===== config.mk =====
export PLATFORM = sky130hd
export DESIGN_NAME = pfs_mux
export DESIGN_NICKNAME = d
export VERILOG_FILES = /design/src/core/pfs_pkg.sv /design/src/core/pfs_mux.sv
export SDC_FILE = /design/constraint.sdc
export NUM_CORES = 1
export LEC_CHECK = 0
export BUFFER_PORTS_ARGS = -buffer_cell sky130_fd_sc_hd__buf_4
export CORE_ASPECT_RATIO = 1.1
export CORE_MARGIN = 2
export CORE_UTILIZATION = 40
export CTS_CLUSTER_DIAMETER = 200
export CTS_CLUSTER_SIZE = 16
export DETAILED_ROUTE_END_ITERATION = 8
export GPL_TIMING_DRIVEN = 0
export PLACE_DENSITY = 0.69
export RECOVER_POWER = 50
export SLEW_MARGIN = 20
export SYNTH_ARGS = -nofsm -noshare
export SYNTH_HDL_FRONTEND = slang
export SYNTH_SLANG_ARGS = --single-unit

===== constraint.sdc =====
create_clock -name aclk -period 4.45 [get_ports aclk]
set_input_delay 0 -clock aclk [delete_from_list [all_inputs] [get_ports aclk]]
set_output_delay 0 -clock aclk [all_outputs]
set_load 0.01 [all_outputs]

===== src/core/pfs_pkg.sv =====
package pfs_pkg;

	// ========================================
	// Register byte offsets
	localparam logic [11:0] PFS_OFF_PD_LOW   = 12'h000;
	localparam logic [11:0] PFS_OFF_PD_HIGH  = 12'h004;
	localparam logic [11:0] PFS_OFF_PE_LOW   = 12'h008;
	localparam logic [11:0] PFS_OFF_PE_HIGH  = 12'h00C;
	localparam logic [11:0] PFS_OFF_PF_LOW   = 12'h010;
	localparam logic [11:0] PFS_OFF_PF_HIGH  = 12'h014;
	localparam logic [11:0] PFS_OFF_IRQ_SRC  = 12'h018;
	localparam logic [11:0] PFS_OFF_TMA_SRC  = 12'h01C;
	localparam logic [11:0] PFS_OFF_TMB_SRC  = 12'h020;
	localparam logic [11:0] PFS_OFF_SER_SRC  = 12'h024;
	localparam logic [11:0] PFS_OFF_CMP_SRC  = 12'h028;

	// ========================================
	// Reset values and implemented-bit masks of the input selectors
	localparam logic [7:0] PFS_RESET_VAL    = 8'h00;
	localparam logic [7:0] PFS_MASK_IRQ     = 8'h8F;
	localparam logic [7:0] PFS_MASK_TMA     = 8'h7E;
	localparam logic [7:0] PFS_MASK_TMB     = 8'h3E;
	localparam logic [7:0] PFS_MASK_SER     = 8'h3F;
	localparam logic [7:0] PFS_MASK_CMP     = 8'h1B;

	// ========================================
	// Pad function codes
	localparam logic [1:0] PFS_FN_GPIO      = 2'h0;
	localparam logic [1:0] PFS_FN_ALT1      = 2'h1;
	localparam logic [1:0] PFS_FN_ALT2      = 2'h2;
	localparam logic [1:0] PFS_FN_LCD       = 2'h3;

	// AXI responses
	localparam logic [1:0] PFS_RESP_OKAY    = 2'h0;
	localparam logic [1:0] PFS_RESP_SLVERR  = 2'h2;

endpackage : pfs_pkg


===== src/core/pfs_mux.sv =====
`timescale 1ns/100ps

module pfs_mux
(
	// Clock and reset
	input  wire logic        aclk,
	input  wire logic        aresetn,
	// AXI4-Lite write channels
	input  wire logic [11:0] s_axi_awaddr,
	input  wire logic        s_axi_awvalid,
	output logic             s_axi_awready,
	input  wire logic [31:0] s_axi_wdata,
	input  wire logic [3:0]  s_axi_wstrb,
	input  wire logic        s_axi_wvalid,
	output logic             s_axi_wready,
	output logic [1:0]       s_axi_bresp,
	output logic             s_axi_bvalid,
	input  wire logic        s_axi_bready,
	// AXI4-Lite read channels
	input  wire logic [11:0] s_axi_araddr,
	input  wire logic        s_axi_arvalid,
	output logic             s_axi_arready,
	output logic [31:0]      s_axi_rdata,
	output logic [1:0]       s_axi_rresp,
	output logic             s_axi_rvalid,
	input  wire logic        s_axi_rready,
	// Pad levels seen by the input selectors, bit n is pin n
	input  wire logic [7:0]  pad_a_in,
	input  wire logic [7:0]  pad_b_in,
	input  wire logic [7:0]  pad_c_in,
	input  wire logic [7:0]  pad_d_in,
	input  wire logic [7:0]  pad_e_in,
	// Pad function codes, two bits per pin, pin n at bits 2n+1:2n
	output logic [15:0]      pad_d_func,
	output logic [15:0]      pad_e_func,
	output logic [15:0]      pad_f_func,
	// Route flags: one LCD flag per pin, one enable per alternate route
	output logic [7:0]       pad_d_lcd,
	output logic [7:0]       pad_e_lcd,
	output logic [7:0]       pad_f_lcd,
	output logic             module_serial_out_en,
	output logic             module_clock_out_en,
	output logic             std_timer_two_out_en,
	output logic             cmp_zero_out_en,
	output logic             compact_timer_zero_out_en,
	output logic             enh_timer_out_a_en,
	output logic             cmp_one_out_en,
	output logic             std_timer_one_out_en,
	output logic             second_port_serial_out_en,
	output logic             pd_analog_cmp_en,
	// Routed peripheral inputs
	output logic             peripheral_interrupt_in,
	output logic [3:0]       ext_irq_in,
	output logic             std_timer_zero_clock,
	output logic             std_timer_zero_capture,
	output logic             enh_timer_clock_in,
	output logic             enh_timer_capture_a,
	output logic             enh_timer_capture_b,
	output logic             compact_timer_zero_clock,
	output logic             std_timer_two_clock,
	output logic             std_timer_two_capture,
	output logic             std_timer_one_clock,
	output logic             std_timer_one_capture,
	output logic             compact_timer_one_clock,
	output logic             second_port_serial_in,
	output logic             second_port_clock,
	output logic             second_port_chip_select,
	output logic             module_serial_in,
	output logic             module_clock_in,
	output logic             module_chip_select,
	output logic             cmp_one_neg_in,
	output logic             cmp_one_pos_in,
	output logic             cmp_zero_neg_in,
	output logic             cmp_zero_pos_in
);
	import pfs_pkg::*;

	// ========================================
	// Register file
	logic [7:0]  port_d_func_sel_low;
	logic [7:0]  port_d_func_sel_high;
	logic [7:0]  port_e_func_sel_low;
	logic [7:0]  port_e_func_sel_high;
	logic [7:0]  port_f_func_sel_low;
	logic [7:0]  port_f_func_sel_high;
	logic [7:0]  interrupt_input_source_sel;
	logic [7:0]  timer_a_input_source_sel;
	logic [7:0]  timer_b_input_source_sel;
	logic [7:0]  serial_input_source_sel;
	logic [7:0]  comparator_input_source_sel;

	logic        aw_held;
	logic        w_held;
	logic [11:0] aw_addr;
	logic [7:0]  w_byte;
	logic        w_lane0;
	logic        do_write;
	logic        wr_hit;
	logic        rd_hit;
	logic [7:0]  rd_byte;

	// Address and data may arrive in either order; each is held until both are in
	assign do_write = aw_held && w_held && !s_axi_bvalid;

	// Write address channel
	always_ff @(posedge aclk)
	begin
		if (!aresetn)
		begin
			aw_held <= 1'b0;
			aw_addr <= 12'h000;
			s_axi_awready <= 1'b0;
		end
		else if (do_write)
		begin
			aw_held <= 1'b0;
			s_axi_awready <= 1'b0;
		end
		else if (s_axi_awvalid && s_axi_awready)
		begin
			aw_held <= 1'b1;
			aw_addr <= s_axi_awaddr;
			s_axi_awready <= 1'b0;
		end
		else
		begin
			s_axi_awready <= !aw_held && !s_axi_bvalid;
		end
	end

	// Write data channel; only the low lane carries register bits
	always_ff @(posedge aclk)
	begin
		if (!aresetn)
		begin
			w_held <= 1'b0;
			w_byte <= 8'h00;
			w_lane0 <= 1'b0;
			s_axi_wready <= 1'b0;
		end
		else if (do_write)
		begin
			w_held <= 1'b0;
			s_axi_wready <= 1'b0;
		end
		else if (s_axi_wvalid && s_axi_wready)
		begin
			w_held <= 1'b1;
			w_byte <= s_axi_wdata[7:0];
			w_lane0 <= s_axi_wstrb[0];
			s_axi_wready <= 1'b0;
		end
		else
		begin
			s_axi_wready <= !w_held && !s_axi_bvalid;
		end
	end

	// Address decode for writes
	always_comb
	begin
		if (aw_addr == PFS_OFF_PD_LOW || aw_addr == PFS_OFF_PD_HIGH)
			wr_hit = 1'b1;
		else if (aw_addr == PFS_OFF_PE_LOW || aw_addr == PFS_OFF_PE_HIGH)
			wr_hit = 1'b1;
		else if (aw_addr == PFS_OFF_PF_LOW || aw_addr == PFS_OFF_PF_HIGH)
			wr_hit = 1'b1;
		else if (aw_addr == PFS_OFF_IRQ_SRC || aw_addr == PFS_OFF_TMA_SRC)
			wr_hit = 1'b1;
		else if (aw_addr == PFS_OFF_TMB_SRC || aw_addr == PFS_OFF_SER_SRC)
			wr_hit = 1'b1;
		else if (aw_addr == PFS_OFF_CMP_SRC)
			wr_hit = 1'b1;
		else
			wr_hit = 1'b0;
	end

	// Write response; unmapped addresses answer SLVERR
	always_ff @(posedge aclk)
	begin
		if (!aresetn)
		begin
			s_axi_bvalid <= 1'b0;
			s_axi_bresp <= PFS_RESP_OKAY;
		end
		else if (do_write)
		begin
			s_axi_bvalid <= 1'b1;
			s_axi_bresp <= wr_hit ? PFS_RESP_OKAY : PFS_RESP_SLVERR;
		end
		else if (s_axi_bready)
		begin
			s_axi_bvalid <= 1'b0;
		end
	end

	// Register storage; masks keep unimplemented bits at zero
	always_ff @(posedge aclk)
	begin
		if (!aresetn)
		begin
			port_d_func_sel_low <= PFS_RESET_VAL;
			port_d_func_sel_high <= PFS_RESET_VAL;
			port_e_func_sel_low <= PFS_RESET_VAL;
			port_e_func_sel_high <= PFS_RESET_VAL;
			port_f_func_sel_low <= PFS_RESET_VAL;
			port_f_func_sel_high <= PFS_RESET_VAL;
			interrupt_input_source_sel <= PFS_RESET_VAL;
			timer_a_input_source_sel <= PFS_RESET_VAL;
			timer_b_input_source_sel <= PFS_RESET_VAL;
			serial_input_source_sel <= PFS_RESET_VAL;
			comparator_input_source_sel <= PFS_RESET_VAL;
		end
		else if (do_write && w_lane0)
		begin
			if (aw_addr == PFS_OFF_PD_LOW)
				port_d_func_sel_low <= w_byte;
			else if (aw_addr == PFS_OFF_PD_HIGH)
				port_d_func_sel_high <= w_byte;
			else if (aw_addr == PFS_OFF_PE_LOW)
				port_e_func_sel_low <= w_byte;
			else if (aw_addr == PFS_OFF_PE_HIGH)
				port_e_func_sel_high <= w_byte;
			else if (aw_addr == PFS_OFF_PF_LOW)
				port_f_func_sel_low <= w_byte;
			else if (aw_addr == PFS_OFF_PF_HIGH)
				port_f_func_sel_high <= w_byte;
			else if (aw_addr == PFS_OFF_IRQ_SRC)
				interrupt_input_source_sel <= w_byte & PFS_MASK_IRQ;
			else if (aw_addr == PFS_OFF_TMA_SRC)
				timer_a_input_source_sel <= w_byte & PFS_MASK_TMA;
			else if (aw_addr == PFS_OFF_TMB_SRC)
				timer_b_input_source_sel <= w_byte & PFS_MASK_TMB;
			else if (aw_addr == PFS_OFF_SER_SRC)
				serial_input_source_sel <= w_byte & PFS_MASK_SER;
			else if (aw_addr == PFS_OFF_CMP_SRC)
				comparator_input_source_sel <= w_byte & PFS_MASK_CMP;
		end
	end

	// Read decode
	always_comb
	begin
		rd_hit = 1'b1;
		if (s_axi_araddr == PFS_OFF_PD_LOW)
			rd_byte = port_d_func_sel_low;
		else if (s_axi_araddr == PFS_OFF_PD_HIGH)
			rd_byte = port_d_func_sel_high;
		else if (s_axi_araddr == PFS_OFF_PE_LOW)
			rd_byte = port_e_func_sel_low;
		else if (s_axi_araddr == PFS_OFF_PE_HIGH)
			rd_byte = port_e_func_sel_high;
		else if (s_axi_araddr == PFS_OFF_PF_LOW)
			rd_byte = port_f_func_sel_low;
		else if (s_axi_araddr == PFS_OFF_PF_HIGH)
			rd_byte = port_f_func_sel_high;
		else if (s_axi_araddr == PFS_OFF_IRQ_SRC)
			rd_byte = interrupt_input_source_sel;
		else if (s_axi_araddr == PFS_OFF_TMA_SRC)
			rd_byte = timer_a_input_source_sel;
		else if (s_axi_araddr == PFS_OFF_TMB_SRC)
			rd_byte = timer_b_input_source_sel;
		else if (s_axi_araddr == PFS_OFF_SER_SRC)
			rd_byte = serial_input_source_sel;
		else if (s_axi_araddr == PFS_OFF_CMP_SRC)
			rd_byte = comparator_input_source_sel;
		else
		begin
			rd_byte = 8'h00;
			rd_hit = 1'b0;
		end
	end

	// Read channel: arready idles high, data lands one cycle after the address
	always_ff @(posedge aclk)
	begin
		if (!aresetn)
		begin
			s_axi_arready <= 1'b0;
			s_axi_rvalid <= 1'b0;
			s_axi_rdata <= 32'h00000000;
			s_axi_rresp <= PFS_RESP_OKAY;
		end
		else if (s_axi_arvalid && s_axi_arready)
		begin
			s_axi_arready <= 1'b0;
			s_axi_rvalid <= 1'b1;
			s_axi_rdata <= {24'h000000, rd_byte};
			s_axi_rresp <= rd_hit ? PFS_RESP_OKAY : PFS_RESP_SLVERR;
		end
		else if (s_axi_rvalid)
		begin
			if (s_axi_rready)
				s_axi_rvalid <= 1'b0;
		end
		else
		begin
			s_axi_arready <= 1'b1;
		end
	end

	// ========================================
	// Pad side decode, registered so every output comes from a flop
	logic [1:0] pd_code [8];
	logic [1:0] pe_code [8];
	logic [1:0] pf_code [8];

	always_comb
	begin
		for (int i = 0; i < 4; i++)
		begin
			pd_code[i] = port_d_func_sel_low[2*i +: 2];
			pd_code[i+4] = port_d_func_sel_high[2*i +: 2];
			pe_code[i] = port_e_func_sel_low[2*i +: 2];
			pe_code[i+4] = port_e_func_sel_high[2*i +: 2];
			pf_code[i] = port_f_func_sel_low[2*i +: 2];
			pf_code[i+4] = port_f_func_sel_high[2*i +: 2];
		end
	end

	// Segment enables: code 11 on every pad drives its LCD segment
	always_ff @(posedge aclk)
	begin
		if (!aresetn)
		begin
			pad_d_lcd <= 8'h00;
			pad_e_lcd <= 8'h00;
			pad_f_lcd <= 8'h00;
		end
		else
		begin
			for (int i = 0; i < 8; i++)
			begin
				pad_d_lcd[i] <= (pd_code[i] == PFS_FN_LCD);
				pad_e_lcd[i] <= (pe_code[i] == PFS_FN_LCD);
				pad_f_lcd[i] <= (pf_code[i] == PFS_FN_LCD);
			end
		end
	end

	// Raw codes for the pad cells; the odd PF pins keep whatever the cell makes of them
	always_ff @(posedge aclk)
	begin
		if (!aresetn)
		begin
			pad_d_func <= 16'h0000;
			pad_e_func <= 16'h0000;
			pad_f_func <= 16'h0000;
		end
		else
		begin
			pad_d_func <= {port_d_func_sel_high, port_d_func_sel_low};
			pad_e_func <= {port_e_func_sel_high, port_e_func_sel_low};
			pad_f_func <= {port_f_func_sel_high, port_f_func_sel_low};
		end
	end

	// Alternate output routes on ports D and E
	always_ff @(posedge aclk)
	begin
		if (!aresetn)
		begin
			module_serial_out_en <= 1'b0;
			module_clock_out_en <= 1'b0;
			std_timer_two_out_en <= 1'b0;
			cmp_zero_out_en <= 1'b0;
			compact_timer_zero_out_en <= 1'b0;
			enh_timer_out_a_en <= 1'b0;
			cmp_one_out_en <= 1'b0;
			std_timer_one_out_en <= 1'b0;
			second_port_serial_out_en <= 1'b0;
			pd_analog_cmp_en <= 1'b0;
		end
		else
		begin
			module_serial_out_en <= (pd_code[3] == PFS_FN_ALT1);
			module_clock_out_en <= (pd_code[1] == PFS_FN_ALT1);
			std_timer_two_out_en <= (pd_code[7] == PFS_FN_ALT1);
			cmp_zero_out_en <= (pd_code[7] == PFS_FN_ALT2);
			compact_timer_zero_out_en <= (pd_code[5] == PFS_FN_ALT1);
			enh_timer_out_a_en <= (pd_code[4] == PFS_FN_ALT1);
			cmp_one_out_en <= (pd_code[4] == PFS_FN_ALT2);
			std_timer_one_out_en <= (pe_code[1] == PFS_FN_ALT2);
			second_port_serial_out_en <= (pe_code[0] == PFS_FN_ALT1);
			// Analog comparator inputs: PD3 PD1 PD6 PD5
			pd_analog_cmp_en <= (pd_code[3] == PFS_FN_ALT2) || (pd_code[1] == PFS_FN_ALT2)
				|| (pd_code[6] == PFS_FN_ALT2) || (pd_code[5] == PFS_FN_ALT2);
		end
	end

	// ========================================
	// Input source selection, one flop stage from the pads
	always_ff @(posedge aclk)
	begin
		if (!aresetn)
		begin
			peripheral_interrupt_in <= 1'b0;
			ext_irq_in <= 4'h0;
			std_timer_zero_clock <= 1'b0;
			std_timer_zero_capture <= 1'b0;
			enh_timer_clock_in <= 1'b0;
			enh_timer_capture_a <= 1'b0;
			enh_timer_capture_b <= 1'b0;
			compact_timer_zero_clock <= 1'b0;
			std_timer_two_clock <= 1'b0;
			std_timer_two_capture <= 1'b0;
			std_timer_one_clock <= 1'b0;
			std_timer_one_capture <= 1'b0;
			compact_timer_one_clock <= 1'b0;
			second_port_serial_in <= 1'b0;
			second_port_clock <= 1'b0;
			second_port_chip_select <= 1'b0;
			module_serial_in <= 1'b0;
			module_clock_in <= 1'b0;
			module_chip_select <= 1'b0;
			cmp_one_neg_in <= 1'b0;
			cmp_one_pos_in <= 1'b0;
			cmp_zero_neg_in <= 1'b0;
			cmp_zero_pos_in <= 1'b0;
		end
		else
		begin
			peripheral_interrupt_in <= interrupt_input_source_sel[7] ? pad_a_in[4] : pad_c_in[1];
			ext_irq_in[3] <= interrupt_input_source_sel[3] ? pad_d_in[4] : pad_b_in[3];
			ext_irq_in[2] <= interrupt_input_source_sel[2] ? pad_d_in[5] : pad_b_in[2];
			ext_irq_in[1] <= interrupt_input_source_sel[1] ? pad_d_in[6] : pad_a_in[7];
			ext_irq_in[0] <= interrupt_input_source_sel[0] ? pad_d_in[7] : pad_a_in[6];
			std_timer_zero_clock <= timer_a_input_source_sel[6] ? pad_c_in[7] : pad_b_in[2];
			std_timer_zero_capture <= timer_a_input_source_sel[5] ? pad_d_in[0] : pad_a_in[7];
			enh_timer_clock_in <= timer_a_input_source_sel[4] ? pad_d_in[1] : pad_a_in[6];
			enh_timer_capture_b <= timer_a_input_source_sel[3] ? pad_d_in[2] : pad_a_in[5];
			enh_timer_capture_a <= timer_a_input_source_sel[2] ? pad_d_in[4] : pad_a_in[4];
			compact_timer_zero_clock <= timer_a_input_source_sel[1] ? pad_d_in[4] : pad_a_in[3];
			std_timer_two_clock <= timer_b_input_source_sel[5] ? pad_d_in[6] : pad_c_in[1];
			std_timer_two_capture <= timer_b_input_source_sel[4] ? pad_d_in[7] : pad_c_in[2];
			std_timer_one_clock <= timer_b_input_source_sel[3] ? pad_e_in[0] : pad_c_in[3];
			std_timer_one_capture <= timer_b_input_source_sel[2] ? pad_e_in[1] : pad_c_in[4];
			compact_timer_one_clock <= timer_b_input_source_sel[1] ? pad_c_in[5] : pad_b_in[0];
			second_port_serial_in <= serial_input_source_sel[5] ? pad_e_in[1] : pad_c_in[5];
			module_serial_in <= serial_input_source_sel[4] ? pad_d_in[2] : pad_a_in[3];
			second_port_clock <= serial_input_source_sel[3] ? pad_c_in[6] : pad_b_in[1];
			module_clock_in <= serial_input_source_sel[2] ? pad_d_in[1] : pad_a_in[4];
			second_port_chip_select <= serial_input_source_sel[1] ? pad_c_in[7] : pad_b_in[0];
			module_chip_select <= serial_input_source_sel[0] ? pad_d_in[0] : pad_a_in[5];
			cmp_one_neg_in <= comparator_input_source_sel[4] ? pad_d_in[3] : pad_c_in[1];
			cmp_one_pos_in <= comparator_input_source_sel[3] ? pad_d_in[1] : pad_c_in[0];
			cmp_zero_neg_in <= comparator_input_source_sel[1] ? pad_d_in[6] : pad_c_in[7];
			cmp_zero_pos_in <= comparator_input_source_sel[0] ? pad_d_in[5] : pad_c_in[3];
		end
	end

endmodule : pfs_mux


---- Word level (Yosys, flattened, before mapping) ----
Index checks and enable logic that the tools add are counted.
storage, ports and cells
  bits in latches ......................... 0
  memories kept ........................... 0
  flip-flop bits (word level) ............. 222
  output and inout port bits .............. 149
  memory bits (read-only) ................. 0
  memory bits (writable) .................. 0
  input port bits ......................... 107
operators by class
  divide/modulo/power cells ............... 0
  add/subtract/negate cells ............... 0
  multipliers ............................. 0
  shift operators ......................... 0
  reduce and logical (&&, ||, !) cells .... 39
  bitwise gates (word level) .............. 12
  magnitude comparators ................... 0
  equal/unequal tests ..................... 57
  multiplexer cells ....................... 61
operators by type and width
  operator                                              number
  equality test 12 x 5 -> 1 bit, second input constant  8
  equality test 12 x 6 -> 1 bit, second input constant  6
  equality test 2 bit, second input constant            31
  two-way mux 8 bit                                     7
  equality test 12 x 4 -> 1 bit, second input constant  4
  two-way mux 1 bit                                     48
  equality test 12 x 3 -> 1 bit, second input constant  2
  logical NOT 12 bit                                    2
  equality test 2 x 1 -> 1 bit, second input constant   6
  two-way mux 6 bit                                     2
  inverter 1 bit                                        12
  AND reduction 12 bit                                  1
  AND reduction 11 bit                                  1
  AND reduction 10 bit                                  1
  AND reduction 9 bit                                   1
  logical AND 1 bit                                     8
  logical OR 1 bit                                      8
  AND reduction 8 bit                                   1
  two-way mux 7 bit                                     1
  AND reduction 7 bit                                   1
  AND reduction 2 bit                                   3
  AND reduction 6 bit                                   1
  OR reduction 3 bit                                    2
  two-way mux 5 bit                                     1
  other kinds (7)                                       11

---- Longest topological paths before layout ----
  depth in word-level cells ............... 13
  mapped depth ............................ 6
  gate-level depth less buffers ........... 4

---- Worst setup path before layout ----
Ideal clock, no wire load.
  path kind ............................... reg-to-reg
  start point ............................. register aw_addr[2]
  end point ............................... register port_e_func_sel_low[7]
  path buffers ............................ 3
  setup time .............................. 0.069 ns
  data arrival time ....................... 1.599 ns
  required time ........................... 4.381 ns
  cell stages (with the launch flop) ...... 7
  path slack .............................. 2.782 ns
  path through ............................ dfxtp_1 > clkbuf_1 > or4b_1 > clkbuf_1 > or2_0 > clkbuf_1 > o21ai_1
on the way
  word-level cells in the longest chain between the ends .. 3
  elaborated cells on any way between the ends .. 6
  classes of those cells .................. eq/ne: 2; bitwise: 2; reduce/logical: 2
RTL lines
  element                                                                     RTL line                        RTL
  from (decl)                                                                 pfs_mux.sv:94                   logic [11:0] aw_addr;
  from (signal assigned)                                                      pfs_mux.sv:122                  aw_addr <= s_axi_awaddr;
  equality test 12 x 3 -> 1 bit / logical NOT 12 bit (equally long branches)  pfs_mux.sv:218, pfs_mux.sv:216
  inverter 1 bit (no source line)                                             -
  AND reduction 4 bit (no source line) *                                      -
  to (signal assigned)                                                        pfs_mux.sv:221                  port_e_func_sel_low <= w_byte;
  to (decl)                                                                   pfs_mux.sv:82                   logic [7:0] port_e_func_sel_low;
Every way passes the cells marked *; elsewhere a longest branch is shown, timed or not.
A chain may end at the register's enable or synchronous reset.

==> summary.md <==
| Metric | Value |
|---|---|
| Status | `complete, no violations` |
| Worst stage delay on the critical path | `between 0.5 and 0.6 ns` |
| VDD IR-drop max | `about 0.21 mV` |
| Antenna fix cells | `0` |
| Max frequency | `approximately 430 MHz` |
| DRT iter0 DRCs | `494` |
| Max cap viols | `0` |
| Row count | `54` |
| Routed via count | `7,232` |
| Synth Area in Compound Gates | `about 13%` |
| Setup TNS Final | `0 ns` |
| Hold path depth | `5` |
| Vias in the first global route | `approximately 7k` |
| Skew final | `between 0.01 and 0.015 ns` |
| Pwr/cell area | `349 mW/mm²` |
| Ys Warns | `0` |
| Setup bufs post-CTS | `0` |
| CTS tree | `built` |
| GPL Wtd Cong | `0.916` |
| First-pass GRT wire length | `~40 mm` |
| Library cells used by synthesis | `between 60 and 70` |
| Hold Fails Final Rpt | `0` |
| Synth Area in XOR/XNOR | `0%` |
| Nets | `roughly 1.2k` |
| Clk pin slew, worst setup/hold paths | `approximately 0.07 ns` |
| CP Buf/Inv Count | `4` |
| Post-synth EDFFs | `0` |
| Final Max Slew Viols | `0` |
| Avg Inst Size Synth | `slightly below 10 µm²` |
| Num CTS Buffers | `17` |
| Hold Path Class | `primary input to register` |
| Adder-Cell Fraction of Synth Area | `0%` |
| DRT Pass-1 Iters | `5` |
| Pin count of the biggest net entering global routing | `17` |
| Most frequent cells in the layout | `220 x dfxtp_1, 163 x clkbuf_1, 104 x o21ai_0, 92 x buf_4, 72 x mux2i_1` |
| Share of layout cells above drive strength 1 | `12.3%` |
| Total die area | `between 0.02 and 0.025 mm²` |
| Mapped Area | `just over 0.008 mm²` |
| HPWL after detailed placement | `approximately 19 mm` |
| Vias/cell | `5.23` |
| Kind of critical path | `primary input to register` |
| Area growth syn-to-layout | `30.8%` |
| Critical path, cell by cell | `dlygate4sd3_1 -> clkbuf_1 -> clkbuf_1 -> clkbuf_1 -> nand2_1 -> o21ai_0` |
| Worst Setup End Kind | `register` |
| R2r setup slk | `around 2.3 ns` |
| Slew headroom | `~29%` |
| Reg-to-reg endpoint | `port_f_func_sel_high[0]$_SDFFE_PN0P_` |
| GRT overflow | `0` |
| Final period util | `between 50% and 60%` |
| # clock sinks | `220` |
| GRT Resource Usage Total | `between 20% and 30%` |
| CTS H-tree depth | `1` |
| Post-Synth Simple-Gate Area | `17.3%` |
| Slowest CP cell | `clkbuf_1` |
| Hold path start | `s_axi_araddr[1]` |
| Resize count post-CTS | `0` |
| Most common cell after layout, fill and taps aside | `dfxtp_1` |
| Core area | `0.0199 mm²` |
| Total power | `about 0.0037 W` |
| Drt drc | `0` |
| Critical path arrival | `between 2 and 3 ns` |
| RR Startpoint | `aw_addr[8]$_SDFFE_PN0P_` |
| Leak | `roughly 4 nW` |
| Yosys reg bits | `220` |
| Critical Path Fanout Max | `10` |
| Clock root buffer | `clkbuf_16` |
| Multiplexer share of the synthesized area | `10.6%` |
| Antenna violations before repair | `0` |
| Data required time at the worst endpoint | `approximately 4.9 ns` |
| Delay-heaviest family, CP | `buffers and inverters` |
| Cell mode on critical path | `clkbuf_1` |
| Gate count of the mapped netlist | `830` |
| Main combinational cell family by area after synthesis | `simple AND/OR/NAND/NOR gates` |
| Tightest Pin Transition | `between 1 and 1.5 ns` |
| I/O Buffers | `approximately 190` |
| CTS Buffer Depth | `3` |
| Die W | `roughly 140 µm` |
| Antenna Nets Post-Route | `0` |
| Worst r2r path cells | `5` |
| I/O pins | `around 260` |
| Worst Hold Path EP | `s_axi_rdata[2]$_SDFFE_PN0P_` |
| Avg WL per Cell | `19.1 µm` |
| # hold bufs at CTS | `a little over 70` |
| RSZ-0062 raised after global routing | `no` |
| Register area share after synthesis | `between 50% and 60%` |
| Post-layout util | `53.7%` |
| Ys async rst share | `0%` |
| Final setup fails | `0` |
| Die H | `154 µm` |
| Worst skew pair latency | `about 0.48 ns` |
| Main synth FF type | `dfxtp_1` |
| Hold slack final | `between 0.015 and 0.02 ns` |
| Initial Util | `between 40 and 50%` |
| Final Critical Period | `2.30 ns` |
| Final wirelength | `~26 mm` |
| Startpoint types | `primary input` |
## state kept, by name (all words and copies together), names as in the netlist, 12 cells and up
signal,count
pad_d_func,16
pad_e_func,16
pad_f_func,16
aw_addr,12
## synthesized netlist by cell type, types with 5 or more instances
library cell / instances / area (µm²)
nor2b_1: 14 / 87.6
nor2_1: 48 / 180
mux2i_1: 72 / 721
or2_0: 5 / 31.3
a22oi_1: 5 / 37.5
nand2_1: 55 / 206
mux2_2: 5 / 56.3
and2_1: 48 / 300
dfxtp_1: 220 / 4400
nor3_1: 6 / 30.0
and3_1: 28 / 175
buf_4: 27 / 203
nand2b_1: 5 / 31.3
a21oi_1: 32 / 160
nand3_1: 5 / 25.0
clkbuf_1: 39 / 146
o21ai_1: 8 / 40.0
o21ai_0: 104 / 521
o22ai_1: 6 / 37.5
buf_1: 6 / 22.5
inv_1: 11 / 41.3
nand4_1: 9 / 56.3
## cell families (layout without fill, tap and decap cells)
logic type      after synthesis  count (layout)
simple gates                256             256
flops                       220             220
compound gates              183             183
buf+inv                      89             366
mux                          81              81
other cells                   1              26
## how the worst max path moves through the flow
stage / start / to / slack [ns] / cells past startpoint
2_1_floorplan: aw_addr[2]$_SDFFE_PN0P_ / port_e_func_sel_low[7]$_SDFFE_PN0P_ / 2.78 / 6
3_3_place_gp: aw_addr[8]$_SDFFE_PN0P_ / port_f_func_sel_high[3]$_SDFFE_PN0P_ / 2.38 / 5
3_5_place_dp: aw_addr[8]$_SDFFE_PN0P_ / port_f_func_sel_high[2]$_SDFFE_PN0P_ / 2.35 / 5
4_1_cts: s_axi_araddr[0] / s_axi_rdata[5]$_SDFFE_PN0P_ / 2.17 / 7
5_1_grt: s_axi_araddr[0] / s_axi_rdata[7]$_SDFFE_PN0P_ / 1.99 / 7
6_report: aresetn / port_d_func_sel_high[7]$_SDFFE_PN0P_ / 2.15 / 6
## worst reg2reg max path: stages (launching register included)
cell and delay (ns):
dfxtp_1 0.34, nor4_4 0.43, nand4b_1 0.51, clkbuf_1 0.43, o21ai_0 0.26, o21ai_0 0.11
## per-stage QoR
| stage | instances | area [µm²] | setup WS (ns) |
|---|---|---|---|
| after global routing | 1384 | 10700 | 1.99 |
| after CTS | 1384 | 11200 | 2.17 |
| after detailed placement | 1295 | 10000 | 2.35 |
| final | 1384 | 10700 | 2.15 |
| after global placement | 1295 | 10000 | 2.38 |
| after floorplan | 855 | 8280 | 2.78 |
## final cells by class
| class | count | area (µm²) |
|---|---|---|
| Buffer | 77 | 404 |
| Clock buffer | 17 | 425 |
| Clock inverter | 1 | 30.0 |
| Fill cell | 1885 | 9230 |
| Inverter | 12 | 45.0 |
| Multi-Input combinational cell | 546 | 3420 |
| Sequential cell | 220 | 4400 |
| Tap cell | 252 | 315 |
| Timing Repair Buffer | 259 | 1660 |
## layer usage
metal | up-vias | share of wire, % | global-route usage (%)
li1 | 3453 | - | -
met2 | 349 | 47 | 40.5
met4 | 0 | 4.7 | 11.1
met5 | - | 0 | 0
met1 | 3355 | 41 | 28.6
met3 | 75 | 7.4 | 4.30
## power by group
| group | total [W] | leakage (nW) | internal, W | switching (W) |
|---|---|---|---|---|
| clock network | 0.00140 | 0.224 | 0.000738 | 0.000663 |
| logic | 0.000317 | 2.05 | 0.000147 | 0.000170 |
| registers | 0.00201 | 1.78 | 0.00200 | 0.0000168 |
(Power assumes the default switching activity.)
